$ cat src/logic/timer_two_params.svh
`ifndef TIMER_TWO_PARAMS_SVH
`define TIMER_TWO_PARAMS_SVH

// ************************************************************
// register byte addresses
// ************************************************************
`define CTRL_ADDR 8'hc8
`define MODE_ADDR 8'hc9
`define RCAP_LO_ADDR 8'hca
`define RCAP_HI_ADDR 8'hcb
`define CNT_LO_ADDR 8'hcc
`define CNT_HI_ADDR 8'hcd
`define PRESCALE_ADDR 8'hce

// ************************************************************
// reset values
// ************************************************************
`define CTRL_RESET 8'h00
`define MODE_RESET 2'h0
`define PRESCALE_RESET 4'h0
`define WORD_RESET 16'h0000

// ************************************************************
// field positions in the mode register
// ************************************************************
`define MODE_DOWN_BIT 0
`define MODE_TOGGLE_BIT 1

// ************************************************************
// count limits
// ************************************************************
`define COUNT_MIN 16'h0000
`define COUNT_MAX 16'hffff

`endif

$ cat src/logic/timer_two_pkg.sv
package timer_two_pkg;

  // ************************************************************
  // control register layout, bit 7 down to bit 0
  // ************************************************************
  typedef struct packed {
    logic overflow_flag;         // bit 7
    logic external_event_flag;   // bit 6
    logic rx_baud_select;        // bit 5
    logic tx_baud_select;        // bit 4
    logic external_input_enable; // bit 3
    logic run_control;           // bit 2
    logic counter_select;        // bit 1
    logic capture_select;        // bit 0
  } control_s;

  // ************************************************************
  // operating modes, highest priority first after off
  // ************************************************************
  typedef enum logic [2:0] {
    MODE_OFF = 3'b000,
    MODE_BAUD = 3'b001,
    MODE_FREQGEN = 3'b010,
    MODE_CAPTURE = 3'b011,
    MODE_UPDOWN = 3'b100,
    MODE_RELOAD = 3'b101
  } mode_e;

  // serial clock ticks travel together
  typedef struct packed {
    logic rx_tick;
    logic tx_tick;
  } baud_ticks_s;

endpackage

$ cat src/logic/edge_sampler.sv
// samples a pin once per clock and flags a high-then-low pair
module edge_sampler (
  // clock and reset
  input wire logic clk_i,
  input wire logic rst_i,
  // pin sample
  input wire logic pin_i,
  // results
  output logic level_o,
  output logic fall_o
);

  logic prev_r; // sample taken in the previous cycle

  // ************************************************************
  // sample register
  // ************************************************************
  always_ff @(posedge clk_i or posedge rst_i) begin
    if (rst_i) begin
      prev_r <= 1'b0; // low after reset: no false fall at release
    end else begin
      prev_r <= pin_i;
    end
  end

  // fall seen in the cycle whose sample is low after a high one
  assign fall_o = prev_r & ~pin_i;
  assign level_o = prev_r;

endmodule

$ cat src/logic/enhanced_timer_counter_two.sv
// Chosen here: the address-and-strobe port.
`include "timer_two_params.svh"

// Summary of operation
// - timer counts prescaled clock, divide 1 to 16
// - counter counts pin high-then-low sample pairs
// - mode priority: off, baud, freqgen, capture, updown, reload
// - limits are 0000, ffff and reload register
// - overflow sets flag, never in baud mode
// - qualified trigger fall sets external event flag, except reload with down count set
// - external flag requests interrupt except with down count set
// - receive clock picks this or other overflow
// - transmit clock picks this or other overflow
// - trigger falls act only when enabled, not baud
// - counting only while run bit is one
// - counter select picks timer or pin counting
// - capture select chooses capture or reload on trigger
// - baud mode forces reload on overflow
// - count and reload bytes at cc..cd, ca..cb
// - control resets to zero, flags bits 7 and 6
// - capture copies count bytes into reload bytes
// - up-down direction follows trigger pin level
// - toggle count pin on overflow in freqgen, timer function only
module enhanced_timer_counter_two
  import timer_two_pkg::*;
(
  // clock and reset
  input wire logic clk_i,
  input wire logic rst_i,
  // register port
  input wire logic [7:0] addr_i,
  input wire logic [7:0] wdata_i,
  input wire logic we_i,
  input wire logic re_i,
  output logic [7:0] rdata_o,
  // count pin, two-way
  input wire logic count_pin_i,
  output logic count_pin_o,
  output logic count_pin_oe_o,
  // trigger pin
  input wire logic trigger_pin_i,
  // serial port clocks
  input wire logic other_overflow_i,
  output logic rx_baud_tick_o,
  output logic tx_baud_tick_o,
  // interrupt request
  output logic timer_irq_o
);

  // ************************************************************
  // state
  // ************************************************************
  control_s ctrl_r;          // control register
  control_s ctrl_nxt;
  logic [1:0] mode_bits_r;   // down count and toggle enables
  logic [3:0] prescale_r;    // divide by this value plus one
  logic [3:0] presc_cnt_r;   // prescaler position
  logic [3:0] presc_cnt_nxt;
  logic [15:0] count_r;      // the count pair
  logic [15:0] count_nxt;
  logic [15:0] rcap_r;       // reload and capture pair
  logic [15:0] rcap_nxt;
  logic [7:0] rdata_r;       // read answer, one cycle late
  logic pin_out_r;           // toggled count pin level
  logic pin_oe_r;            // count pin driven
  baud_ticks_s ticks_r;      // serial clock pulses
  logic irq_r;               // interrupt request level
  logic ovf;                 // overflow in this cycle

  // ************************************************************
  // address decode
  // ************************************************************
  function automatic logic hit(input logic strobe,
                               input logic [7:0] addr,
                               input logic [7:0] target);
    hit = strobe && (addr == target);
  endfunction

  wire ctrl_we = hit(we_i, addr_i, `CTRL_ADDR);
  wire mode_we = hit(we_i, addr_i, `MODE_ADDR);
  wire psel_we = hit(we_i, addr_i, `PRESCALE_ADDR);
  wire rcap_lo_we = hit(we_i, addr_i, `RCAP_LO_ADDR);
  wire rcap_hi_we = hit(we_i, addr_i, `RCAP_HI_ADDR);
  wire cnt_lo_we = hit(we_i, addr_i, `CNT_LO_ADDR);
  wire cnt_hi_we = hit(we_i, addr_i, `CNT_HI_ADDR);

  // ************************************************************
  // mode selection
  // ************************************************************
  function automatic mode_e pick_mode(input control_s c,
                                      input logic down_en,
                                      input logic toggle_en);
    if (!c.run_control) begin
      pick_mode = MODE_OFF;
    end else if (c.rx_baud_select || c.tx_baud_select) begin
      pick_mode = MODE_BAUD;
    end else if (toggle_en) begin
      pick_mode = MODE_FREQGEN;
    end else if (c.capture_select) begin
      pick_mode = MODE_CAPTURE;
    end else if (down_en) begin
      pick_mode = MODE_UPDOWN;
    end else begin
      pick_mode = MODE_RELOAD;
    end
  endfunction

  wire down_en = mode_bits_r[`MODE_DOWN_BIT];
  wire toggle_en = mode_bits_r[`MODE_TOGGLE_BIT];
  wire baud_mode = ctrl_r.rx_baud_select | ctrl_r.tx_baud_select;
  wire mode_e cur_mode = pick_mode(ctrl_r, down_en, toggle_en);

  // ************************************************************
  // pin sampling
  // ************************************************************
  logic cnt_fall;  // high-then-low on the count pin
  logic trig_fall; // high-then-low on the trigger pin

  edge_sampler count_edge (
    .clk_i(clk_i),
    .rst_i(rst_i),
    .pin_i(count_pin_i),
    .level_o(),
    .fall_o(cnt_fall)
  );

  edge_sampler trig_edge (
    .clk_i(clk_i),
    .rst_i(rst_i),
    .pin_i(trigger_pin_i),
    .level_o(),
    .fall_o(trig_fall)
  );

  // ************************************************************
  // count enables
  // ************************************************************
  // prescaler wraps after prescale_r plus one clocks
  wire presc_wrap = (presc_cnt_r == prescale_r);
  // pin counting skips the prescaler entirely
  wire tick = ctrl_r.counter_select ? cnt_fall : presc_wrap;
  // trigger falls are ignored when disabled or feeding the uart
  wire trig_qual = trig_fall & ctrl_r.external_input_enable
                   & ~baud_mode;
  // in up-down mode the trigger pin steers, it does not reload
  wire trig_capture = trig_qual & ctrl_r.capture_select;
  wire trig_reload = trig_qual & ~ctrl_r.capture_select & ~down_en;
  wire count_up = (cur_mode == MODE_UPDOWN) ? trigger_pin_i
                                            : 1'b1;
  wire ovf_set = ovf & ~baud_mode;

  // prescaler only runs in timer function with run set
  always_comb begin
    presc_cnt_nxt = presc_cnt_r + 4'h1;
    if (!ctrl_r.run_control || ctrl_r.counter_select || presc_wrap) begin
      presc_cnt_nxt = 4'h0;
    end
  end

  // ************************************************************
  // counter next value
  // ************************************************************
  always_comb begin
    count_nxt = count_r;
    rcap_nxt = rcap_r;
    ovf = 1'b0;
    case (cur_mode)
      MODE_OFF: begin
        count_nxt = count_r; // held while stopped
      end
      MODE_UPDOWN: begin
        if (tick && count_up) begin
          if (count_r == `COUNT_MAX) begin
            ovf = 1'b1;
            count_nxt = rcap_r;
          end else begin
            count_nxt = count_r + 16'h0001;
          end
        end else if (tick) begin
          if (count_r == rcap_r) begin
            ovf = 1'b1;
            count_nxt = `COUNT_MAX;
          end else begin
            count_nxt = count_r - 16'h0001;
          end
        end
      end
      MODE_CAPTURE: begin
        // free running, wraps from ffff to 0000
        if (tick) begin
          ovf = (count_r == `COUNT_MAX);
          count_nxt = count_r + 16'h0001;
        end
      end
      MODE_RELOAD, MODE_BAUD, MODE_FREQGEN: begin
        // baud mode lands here whatever capture select says
        if (tick && count_r == `COUNT_MAX) begin
          ovf = 1'b1;
          count_nxt = rcap_r;
        end else if (tick) begin
          count_nxt = count_r + 16'h0001;
        end
      end
      default: begin
        count_nxt = count_r;
      end
    endcase
    // trigger events beat the count in the same cycle
    if (trig_capture) begin
      rcap_nxt = count_r;
    end else if (trig_reload) begin
      count_nxt = rcap_r;
    end
    // software byte writes take the last word
    if (rcap_lo_we) begin
      rcap_nxt[7:0] = wdata_i;
    end
    if (rcap_hi_we) begin
      rcap_nxt[15:8] = wdata_i;
    end
    if (cnt_lo_we) begin
      count_nxt[7:0] = wdata_i;
    end
    if (cnt_hi_we) begin
      count_nxt[15:8] = wdata_i;
    end
  end

  // ************************************************************
  // control next value
  // ************************************************************
  // hardware sets win over a software clear in the same cycle
  always_comb begin
    ctrl_nxt = ctrl_r;
    if (ctrl_we) begin
      ctrl_nxt = control_s'(wdata_i);
    end
    if (ovf_set) begin
      ctrl_nxt.overflow_flag = 1'b1;
    end
    if (trig_capture || trig_reload) begin
      ctrl_nxt.external_event_flag = 1'b1;
    end
  end

  // ************************************************************
  // read selection
  // ************************************************************
  wire [7:0] rd_sel =
    (addr_i == `CTRL_ADDR) ? ctrl_r :
    (addr_i == `MODE_ADDR) ? {6'h00, mode_bits_r} :
    (addr_i == `RCAP_LO_ADDR) ? rcap_r[7:0] :
    (addr_i == `RCAP_HI_ADDR) ? rcap_r[15:8] :
    (addr_i == `CNT_LO_ADDR) ? count_r[7:0] :
    (addr_i == `CNT_HI_ADDR) ? count_r[15:8] :
    (addr_i == `PRESCALE_ADDR) ? {4'h0, prescale_r} :
    8'h00; // unmapped reads as zero

  // ************************************************************
  // register update
  // ************************************************************
  always_ff @(posedge clk_i or posedge rst_i) begin
    if (rst_i) begin
      ctrl_r <= control_s'(`CTRL_RESET);
      mode_bits_r <= `MODE_RESET;
      prescale_r <= `PRESCALE_RESET;
      presc_cnt_r <= 4'h0;
      count_r <= `WORD_RESET;
      rcap_r <= `WORD_RESET;
    end else begin
      ctrl_r <= ctrl_nxt;
      mode_bits_r <= mode_we ? wdata_i[1:0] : mode_bits_r;
      prescale_r <= psel_we ? wdata_i[3:0] : prescale_r;
      presc_cnt_r <= presc_cnt_nxt;
      count_r <= count_nxt;
      rcap_r <= rcap_nxt;
    end
  end

  // ************************************************************
  // output registers
  // ************************************************************
  // pin is only driven as toggle output in timer function
  wire pin_drive = toggle_en & ~ctrl_r.counter_select;

  always_ff @(posedge clk_i or posedge rst_i) begin
    if (rst_i) begin
      rdata_r <= 8'h00;
      pin_out_r <= 1'b0;
      pin_oe_r <= 1'b0;
      ticks_r <= 2'h0;
      irq_r <= 1'b0;
    end else begin
      rdata_r <= re_i ? rd_sel : 8'h00;
      pin_oe_r <= pin_drive;
      pin_out_r <= (pin_drive && ovf) ? ~pin_out_r
                                      : pin_out_r;
      ticks_r.rx_tick <= ctrl_r.rx_baud_select ? ovf
                                               : other_overflow_i;
      ticks_r.tx_tick <= ctrl_r.tx_baud_select ? ovf
                                               : other_overflow_i;
      // down count enable keeps the event flag off the request line, in any mode
      irq_r <= ctrl_r.overflow_flag |
               (ctrl_r.external_event_flag & ~down_en);
    end
  end

  assign rdata_o = rdata_r;
  assign count_pin_o = pin_out_r;
  assign count_pin_oe_o = pin_oe_r;
  assign rx_baud_tick_o = ticks_r.rx_tick;
  assign tx_baud_tick_o = ticks_r.tx_tick;
  assign timer_irq_o = irq_r;
endmodule

$ cat config.mk
export PLATFORM = sky130hd
export DESIGN_NAME = enhanced_timer_counter_two
export DESIGN_NICKNAME = d
export VERILOG_FILES = /design/src/logic/timer_two_pkg.sv /design/src/logic/edge_sampler.sv /design/src/logic/enhanced_timer_counter_two.sv
export VERILOG_INCLUDE_DIRS = /design/src /design/src/logic
export SDC_FILE = /design/constraint.sdc
export NUM_CORES = 1
export LEC_CHECK = 0
export BUFFER_PORTS_ARGS = -buffer_cell sky130_fd_sc_hd__buf_2
export CORE_MARGIN = 8
export CORE_UTILIZATION = 45
export CTS_CLUSTER_SIZE = 20
export DETAILED_ROUTE_END_ITERATION = 16
export PLACE_DENSITY_LB_ADDON = 0.3
export RECOVER_POWER = 25
export SYNTH_ARGS = -nofsm -noshare
export SYNTH_HDL_FRONTEND = slang
export SYNTH_SLANG_ARGS = --single-unit
$ cat constraint.sdc
create_clock -name clk_i -period 2.15 [get_ports clk_i]
set_input_delay 0.3225 -clock clk_i [delete_from_list [all_inputs] [get_ports clk_i]]
set_output_delay 0.3225 -clock clk_i [all_outputs]
set_load 0.02 [all_outputs]
==> reports/metrics.cfg, run 1 <==
[status]
outcome = complete, but fails checks
violations = max-capacitance violations, max-slew violations, negative setup slack

[timing]
drv_slew = 66
skew_ns = 0.008737
clock.fmax_mhz = 438.7
post-route-period-util_pct = 106.0
whs_ns = 0.1033
slew_headroom_pct = -14.30
finalHoldViolations = 0
setup_viol = 13
tns_ns = -0.5870
setup_ws_ns = -0.1296
period_minus_slack_ns = 2.280
worst_pin_slew_ns = 1.714
rsz0062_at_grt = true

[power]
p_int_mw = 4.539
p_sw_mw = 3.140
powerDensity_nw_per_um2 = 1030
p_sw_share_pct = 40.89
p_clk_share_pct = 21.1
pwr-share-seq_pct = 22.4
power_frac_comb_pct = 56.5
power_mw = 7.679
ir_worst_vdd_v = 0.0009138
p_leak_nw = 3.339

[setup_path]
worst_ep_required_time_ns = 2.41
cp_top_family = compound AO/OA/AOI/OAI gates
critical_path.slowest_cell = dfrtp_1
crit_path_end_kind = register
crit_chain = buf_6 -> xnor2_2 -> nand4_1 -> nor4_4 -> buf_4 -> o31ai_4 -> a221o_1 -> a41oi_2
crit_path_max_fanout = 5
crit_buf_inv = 2
worst-setup-path-type = register to register
arrival_ns = 2.54
start_kind = register
cpPeakStageDelay_ns = 0.42

[global_routing]
grt_pass1_wl_mm = 34.28
first_global_vias = 5833
antenna_found_initial = 0
grt.total_usage_pct = 30.32
overflow = 0
grt_max_degree = 66

[finish]
final_nets = 831
final_cell_mix = buf_4 (158), nand2_1 (70), dfrtp_1 (59), nor2_1 (50), o21ai_0 (39)
final_area_sq_um = 7453
post-route-util_pct = 65.84
diodes = 0
area_growth_pct = 43.92
drive_above_1_share_pct = 40.12
final_common_cell = buf_4

[die]
pin_count = 36
initial_core_util_pct = 45.74
die_area_sq_um = 15200
die_w_um = 123.3
core.rowCount = 39
dieHeight_um = 123.3
coreArea_sq_um = 11320

[clocking]
h-tree-depth = 3
path_clk_slew_ns = 0.06
ctsLongestPathBuffers = 2
root_buffer = clkbuf_16
tritoncts = done
cts_sinks = 65
hold_buffers = 0
cts_buffers = 9
clk_latency_ns = 0.34

[drt]
wire_per_inst_um = 23.63
first_iter_violations = 794
routed_via_density = 6.237
drc_errors = 0
wirelength_mm = 22.52
ant_nets = 0
first_pass_iters = 5
vias = 5944

[synth]
synth_edf_count = 0
synthesis.area_sq_um = 5179
synth_cells = 629
seq_area_frac_synth_pct = 31.41
yosysTopAreaCell = dfrtp_1
async_flop_share_pct = 100.0
synth.area.top_cells = dfrtp_1 (31%), xnor2_1 (6.3%), nand2_1 (5.3%)
synth_warnings = 0
synth_fp_nets = 655
postSynthAreaPerCell_sq_um = 8.233
ys_ff_latch = 65
synth_ff_type = dfrtp_1
synth.distinct_cells = 69
synth_top_area_share_pct = 31.41

[place]
gp_congestion = 1.049
dpl.hpwl_mm = 16.81
port_buffers = 35
placed_area_sq_um = 6534

[run]
cap_violations = 1

[worst_hold_path]
hold_class = input pin to register

## cell families (layout without fill, tap and decap cells)
kind of cell | after synthesis | in the layout | synth area share (%)
and+or+nand+nor | 247 | 247 | 25.25
AOI/OAI and AO/OA | 166 | 167 | 21.17
DFF | 65 | 65 | 31.41
buffers and inverters | 60 | 240 | 4.953
xor gates and xnor gates | 47 | 47 | 7.949
muxes | 41 | 41 | 8.553
adders and majority gates | 3 | 3 | 0.7249
## power groups by stage
stage	Clock (mW)	Sequential [mW]	Combinational [mW]
4_1_cts	1.64	1.70	3.98
6_report	1.62	1.72	4.34
5_1_grt	1.69	1.75	4.59
2_1_floorplan	0	1.65	2.06
3_3_place_gp	0	1.69	3.56
3_5_place_dp	0	1.70	3.58
## worst reg2reg max path: cells and delay by family, from the launching register on
| family | cells | cell delay [ns] |
|---|---|---|
| buffers and inverters | 2 | 0.36 |
| XOR/XNOR | 1 | 0.11 |
| AO/OA/AOI/OAI | 3 | 0.67 |
| flip-flops | 1 | 0.42 |
| AND/OR/NAND/NOR | 2 | 0.64 |
## through the flow
step	std cells	setup WS, ns
after floorplan	629	0.09818
after global placement	915	-0.2673
after detailed placement	915	-0.2830
after CTS	947	-0.03610
after global routing	953	-0.1587
final	953	-0.1296
## registers in the layout (all words and copies together) (netlist names), 2 cells and up
signal and cells:
rcap_r 16, prescale_r 4, rdata_o 8, ctrl_r 8
mode_bits_r 2, presc_cnt_r 4, count_r 16
## Yosys cell counts, types with 3 or more instances
library cell  number
o21a_1             4
o21ai_1           10
or3_1              9
o21ai_0           41
mux2_2            16
nor4_1             4
nor2_1            55
a221oi_1           5
buf_2             19
nand4_1           11
a31oi_1           16
nand2_1           73
mux2i_1           24
o22ai_1            5
and2_1             5
a221o_1            6
a32oi_1            3
inv_1             11
a211oi_1           7
and3_1             9
a21oi_1           28
nor3_4             3
or2_2              3
nand3_1           18
ha_1               3
o31ai_1            7
clkbuf_1          27
xnor2_1           37
a21o_1             4
o211ai_1           5
xor2_1            10
dfrtp_1           65
nand3_2            5
nor3_1            16
nor2b_1           10
a22oi_1            7
nand2b_1           7
## worst paths after layout
kind	start	to	slack, ns	cells past startpoint
setup / recovery	count_r[1]$_DFF_PP0_	count_r[13]$_DFF_PP0_	-0.13	8
hold / removal	count_pin_i	count_edge.level_o$_DFF_PP0_	0.10	1
setup reg to reg	count_r[1]$_DFF_PP0_	count_r[13]$_DFF_PP0_	-0.13	8
min in group asynchronous	rst_i	rdata_o[7]$_DFF_PP0_	0.59	3
hold reg to reg	count_pin_o$_DFFE_PP0P_	count_pin_o$_DFFE_PP0P_	0.48	1
max in group asynchronous	rst_i	count_r[5]$_DFF_PP0_	0.42	3
## cell type report
type	instances	area, sq um
timing repair buffer	213	1633
tap	143	178.9
multi-input combinational	505	3646
inverter	11	41.29
fill	968	3867
clock inverter	6	91.34
sequential	65	1634
clock buffer	10	229.0
## repair_timing
| item | 4_1_cts | 5_1_grt |
|---|---|---|
| resized for setup | 41 | 45 |
| setup endpoints to repair | 20 | 18 |
| pin swaps | 33 | 24 |
| buffers inserted | 15 | 6 |
| cloned | 1 | 0 |
## layer usage
metal  share of wire (%)  vias up  GRT usage [%]
li1                    -     2643              -
met5                   0        -              0
met3                 9.8       78          5.023
met1                  40     2806          40.60
met2                  45      417          45.86
met4                 5.2        0          16.63
(Power assumes the default switching activity.)
==> inputs of run 2 (changes only) <==
Settings changed: BUFFER_PORTS_ARGS -buffer_cell sky130_fd_sc_hd__buf_2 to -buffer_cell sky130_fd_sc_hd__clkbuf_2.
==> run 2 against run 1 <==
The flow still finishes with violations (max-capacitance violations, max-slew violations, negative setup slack); utilization increased by 2.6 points; global-route usage is 1.3 points higher; critical endpoint is now count_r[12]$_DFF_PP0_; die area stayed put; critical path type unchanged; wire length is 6.2% higher; power rose by 3.9%; sequential power is essentially flat.
==> reports/metrics.cfg, run 2 (synthesis results as in run 1) <==
[clocking]
tritoncts = done
h-tree-depth = 3
ctsLongestPathBuffers = 2
cts_sinks = 65
cts_buffers = 9
clk_latency_ns = 0.34
root_buffer = clkbuf_16
path_clk_slew_ns = 0.06

[finish]
area_growth_pct = 49.55
diodes = 0
nFillCells = 937
top_regs = count_r: 16 flops, rcap_r: 16 flops
drive_above_1_share_pct = 43.88
final_common_cell = buf_4
final_cell_mix = buf_4 (177), nand2_1 (68), dfrtp_1 (62), nor2_1 (45), o21ai_0 (40)
post-route-util_pct = 68.41
final_nets = 855

[timing]
clock.fmax_mhz = 445.0
period_minus_slack_ns = 2.247
drv_slew = 66
setup_ws_ns = -0.09726
post-route-period-util_pct = 104.5
skew_ns = 0.004901
slew_headroom_pct = -18.88
finalHoldViolations = 0
worst_pin_slew_ns = 1.783
rsz0062_at_grt = true
tns_ns = -0.3449
setup_viol = 10

[worst_hold_path]
min_from = count_pin_i
hold_class = input pin to register

[global_routing]
grt_max_degree = 66
grt.total_usage_pct = 31.64
overflow = 0
first_global_vias = 6171
antenna_found_initial = 0
grt_pass1_wl_mm = 35.49

[drt]
ant_nets = 0
first_iter_violations = 892
wirelength_mm = 23.91
vias = 6141
wire_per_inst_um = 24.47
drc_errors = 0
first_pass_iters = 8
routed_via_density = 6.286

[die]
dieHeight_um = 123.3
die_w_um = 123.3
initial_core_util_pct = 45.74
die_area_sq_um = 15200
pin_count = 36
coreArea_sq_um = 11320
core.rowCount = 39

[power]
p_leak_nw = 3.488
ir_worst_vdd_v = 0.0007352
powerDensity_nw_per_um2 = 1030

[run]
cap_violations = 1

[place]
port_buffers = 35
gp_congestion = 1.013
dpl.hpwl_mm = 17.37

[setup_path]
crit_path_max_fanout = 5
worst_ep_required_time_ns = 2.38
timing.rr.start = count_r[2]$_DFF_PP0_
critPathLaunch = count_r[2]$_DFF_PP0_
crit_path_end_kind = register
start_kind = register
worst-setup-path-type = register to register
arrival_ns = 2.47

[status]
violations = max-capacitance violations, max-slew violations, negative setup slack
outcome = complete, but fails checks

==> run 2: worst paths after layout <==
check	endpoint	slack, ns	cells after the start
max	count_r[12]$_DFF_PP0_	-0.1	10
min	count_edge.level_o$_DFF_PP0_	0.11	1
min reg2reg	count_pin_o$_DFFE_PP0P_	0.50	1
max in group asynchronous	count_r[4]$_DFF_PP0_	0.36	3
min in group asynchronous	rdata_o[7]$_DFF_PP0_	0.56	3
max reg2reg	count_r[12]$_DFF_PP0_	-0.1	10
==> run 2: metal layers <==
| layer | up-vias | global-route usage (%) | share of wire [%] |
|---|---|---|---|
| li1 | 2684 | - | - |
| met1 | 2967 | 39.14 | 39 |
| met2 | 393 | 48.39 | 45 |
| met3 | 97 | 8.676 | 9.7 |
| met4 | 0 | 19.26 | 5.5 |
| met5 | - | 0 | 0 |
==> run 2: critical path, stage by stage (launching register included) <==
cell,delay [ns]
dfrtp_2,0.45
buf_12,0.15
xnor2_4,0.11
nand4_1,0.21
nor4_4,0.08
buf_4,0.16
o31ai_4,0.46
buf_4,0.21
a21boi_1,0.05
o21ai_1,0.15
a21oi_2,0.08
==> run 2: report_power, final <==
| part | switching [mW] | leakage (nW) | internal, mW |
|---|---|---|---|
| clock network | 0.617 | 0.160 | 1.03 |
| logic | 2.45 | 2.49 | 2.18 |
| registers | 0.251 | 0.836 | 1.45 |
==> run 2: repair_timing <==
item / 4_1_cts / 5_1_grt
buffers inserted: 26 / 10
pin swaps: 32 / 50
gates resized for setup: 57 / 59
cloned: 1 / 0
endpoints found under the hold margin: 0 / 0
hold buffers: 0 / 0
setup endpoints to repair: 19 / 20
==> run 2: area by class of cell <==
type                            count  area, sq um  share of cell area (%)
Clock buffer                        9        225.2                   2.908
Clock inverter                      7        100.1                   1.292
Inverter                           11        41.29                  0.5331
Multi-Input combinational cell    505         3744                   48.34
Sequential cell                    65         1630                   21.05
Tap cell                          143        178.9                   2.310
Timing Repair Buffer              237         1826                   23.57
==> run 2: per-stage QoR <==
step	hold WS (ns)	power, mW	std cells	setup slack (ns)	instance area [sq um]
2_1_floorplan	0.3539	3.715	629	0.09818	5179
3_3_place_gp	0.4093	5.369	925	-0.2273	6609
3_5_place_dp	0.4140	5.392	925	-0.2361	6609
4_1_cts	0.05023	7.532	968	-0.03246	7402
5_1_grt	0.1090	8.268	977	-0.1302	7745
6_report	0.1113	7.975	977	-0.09726	7745
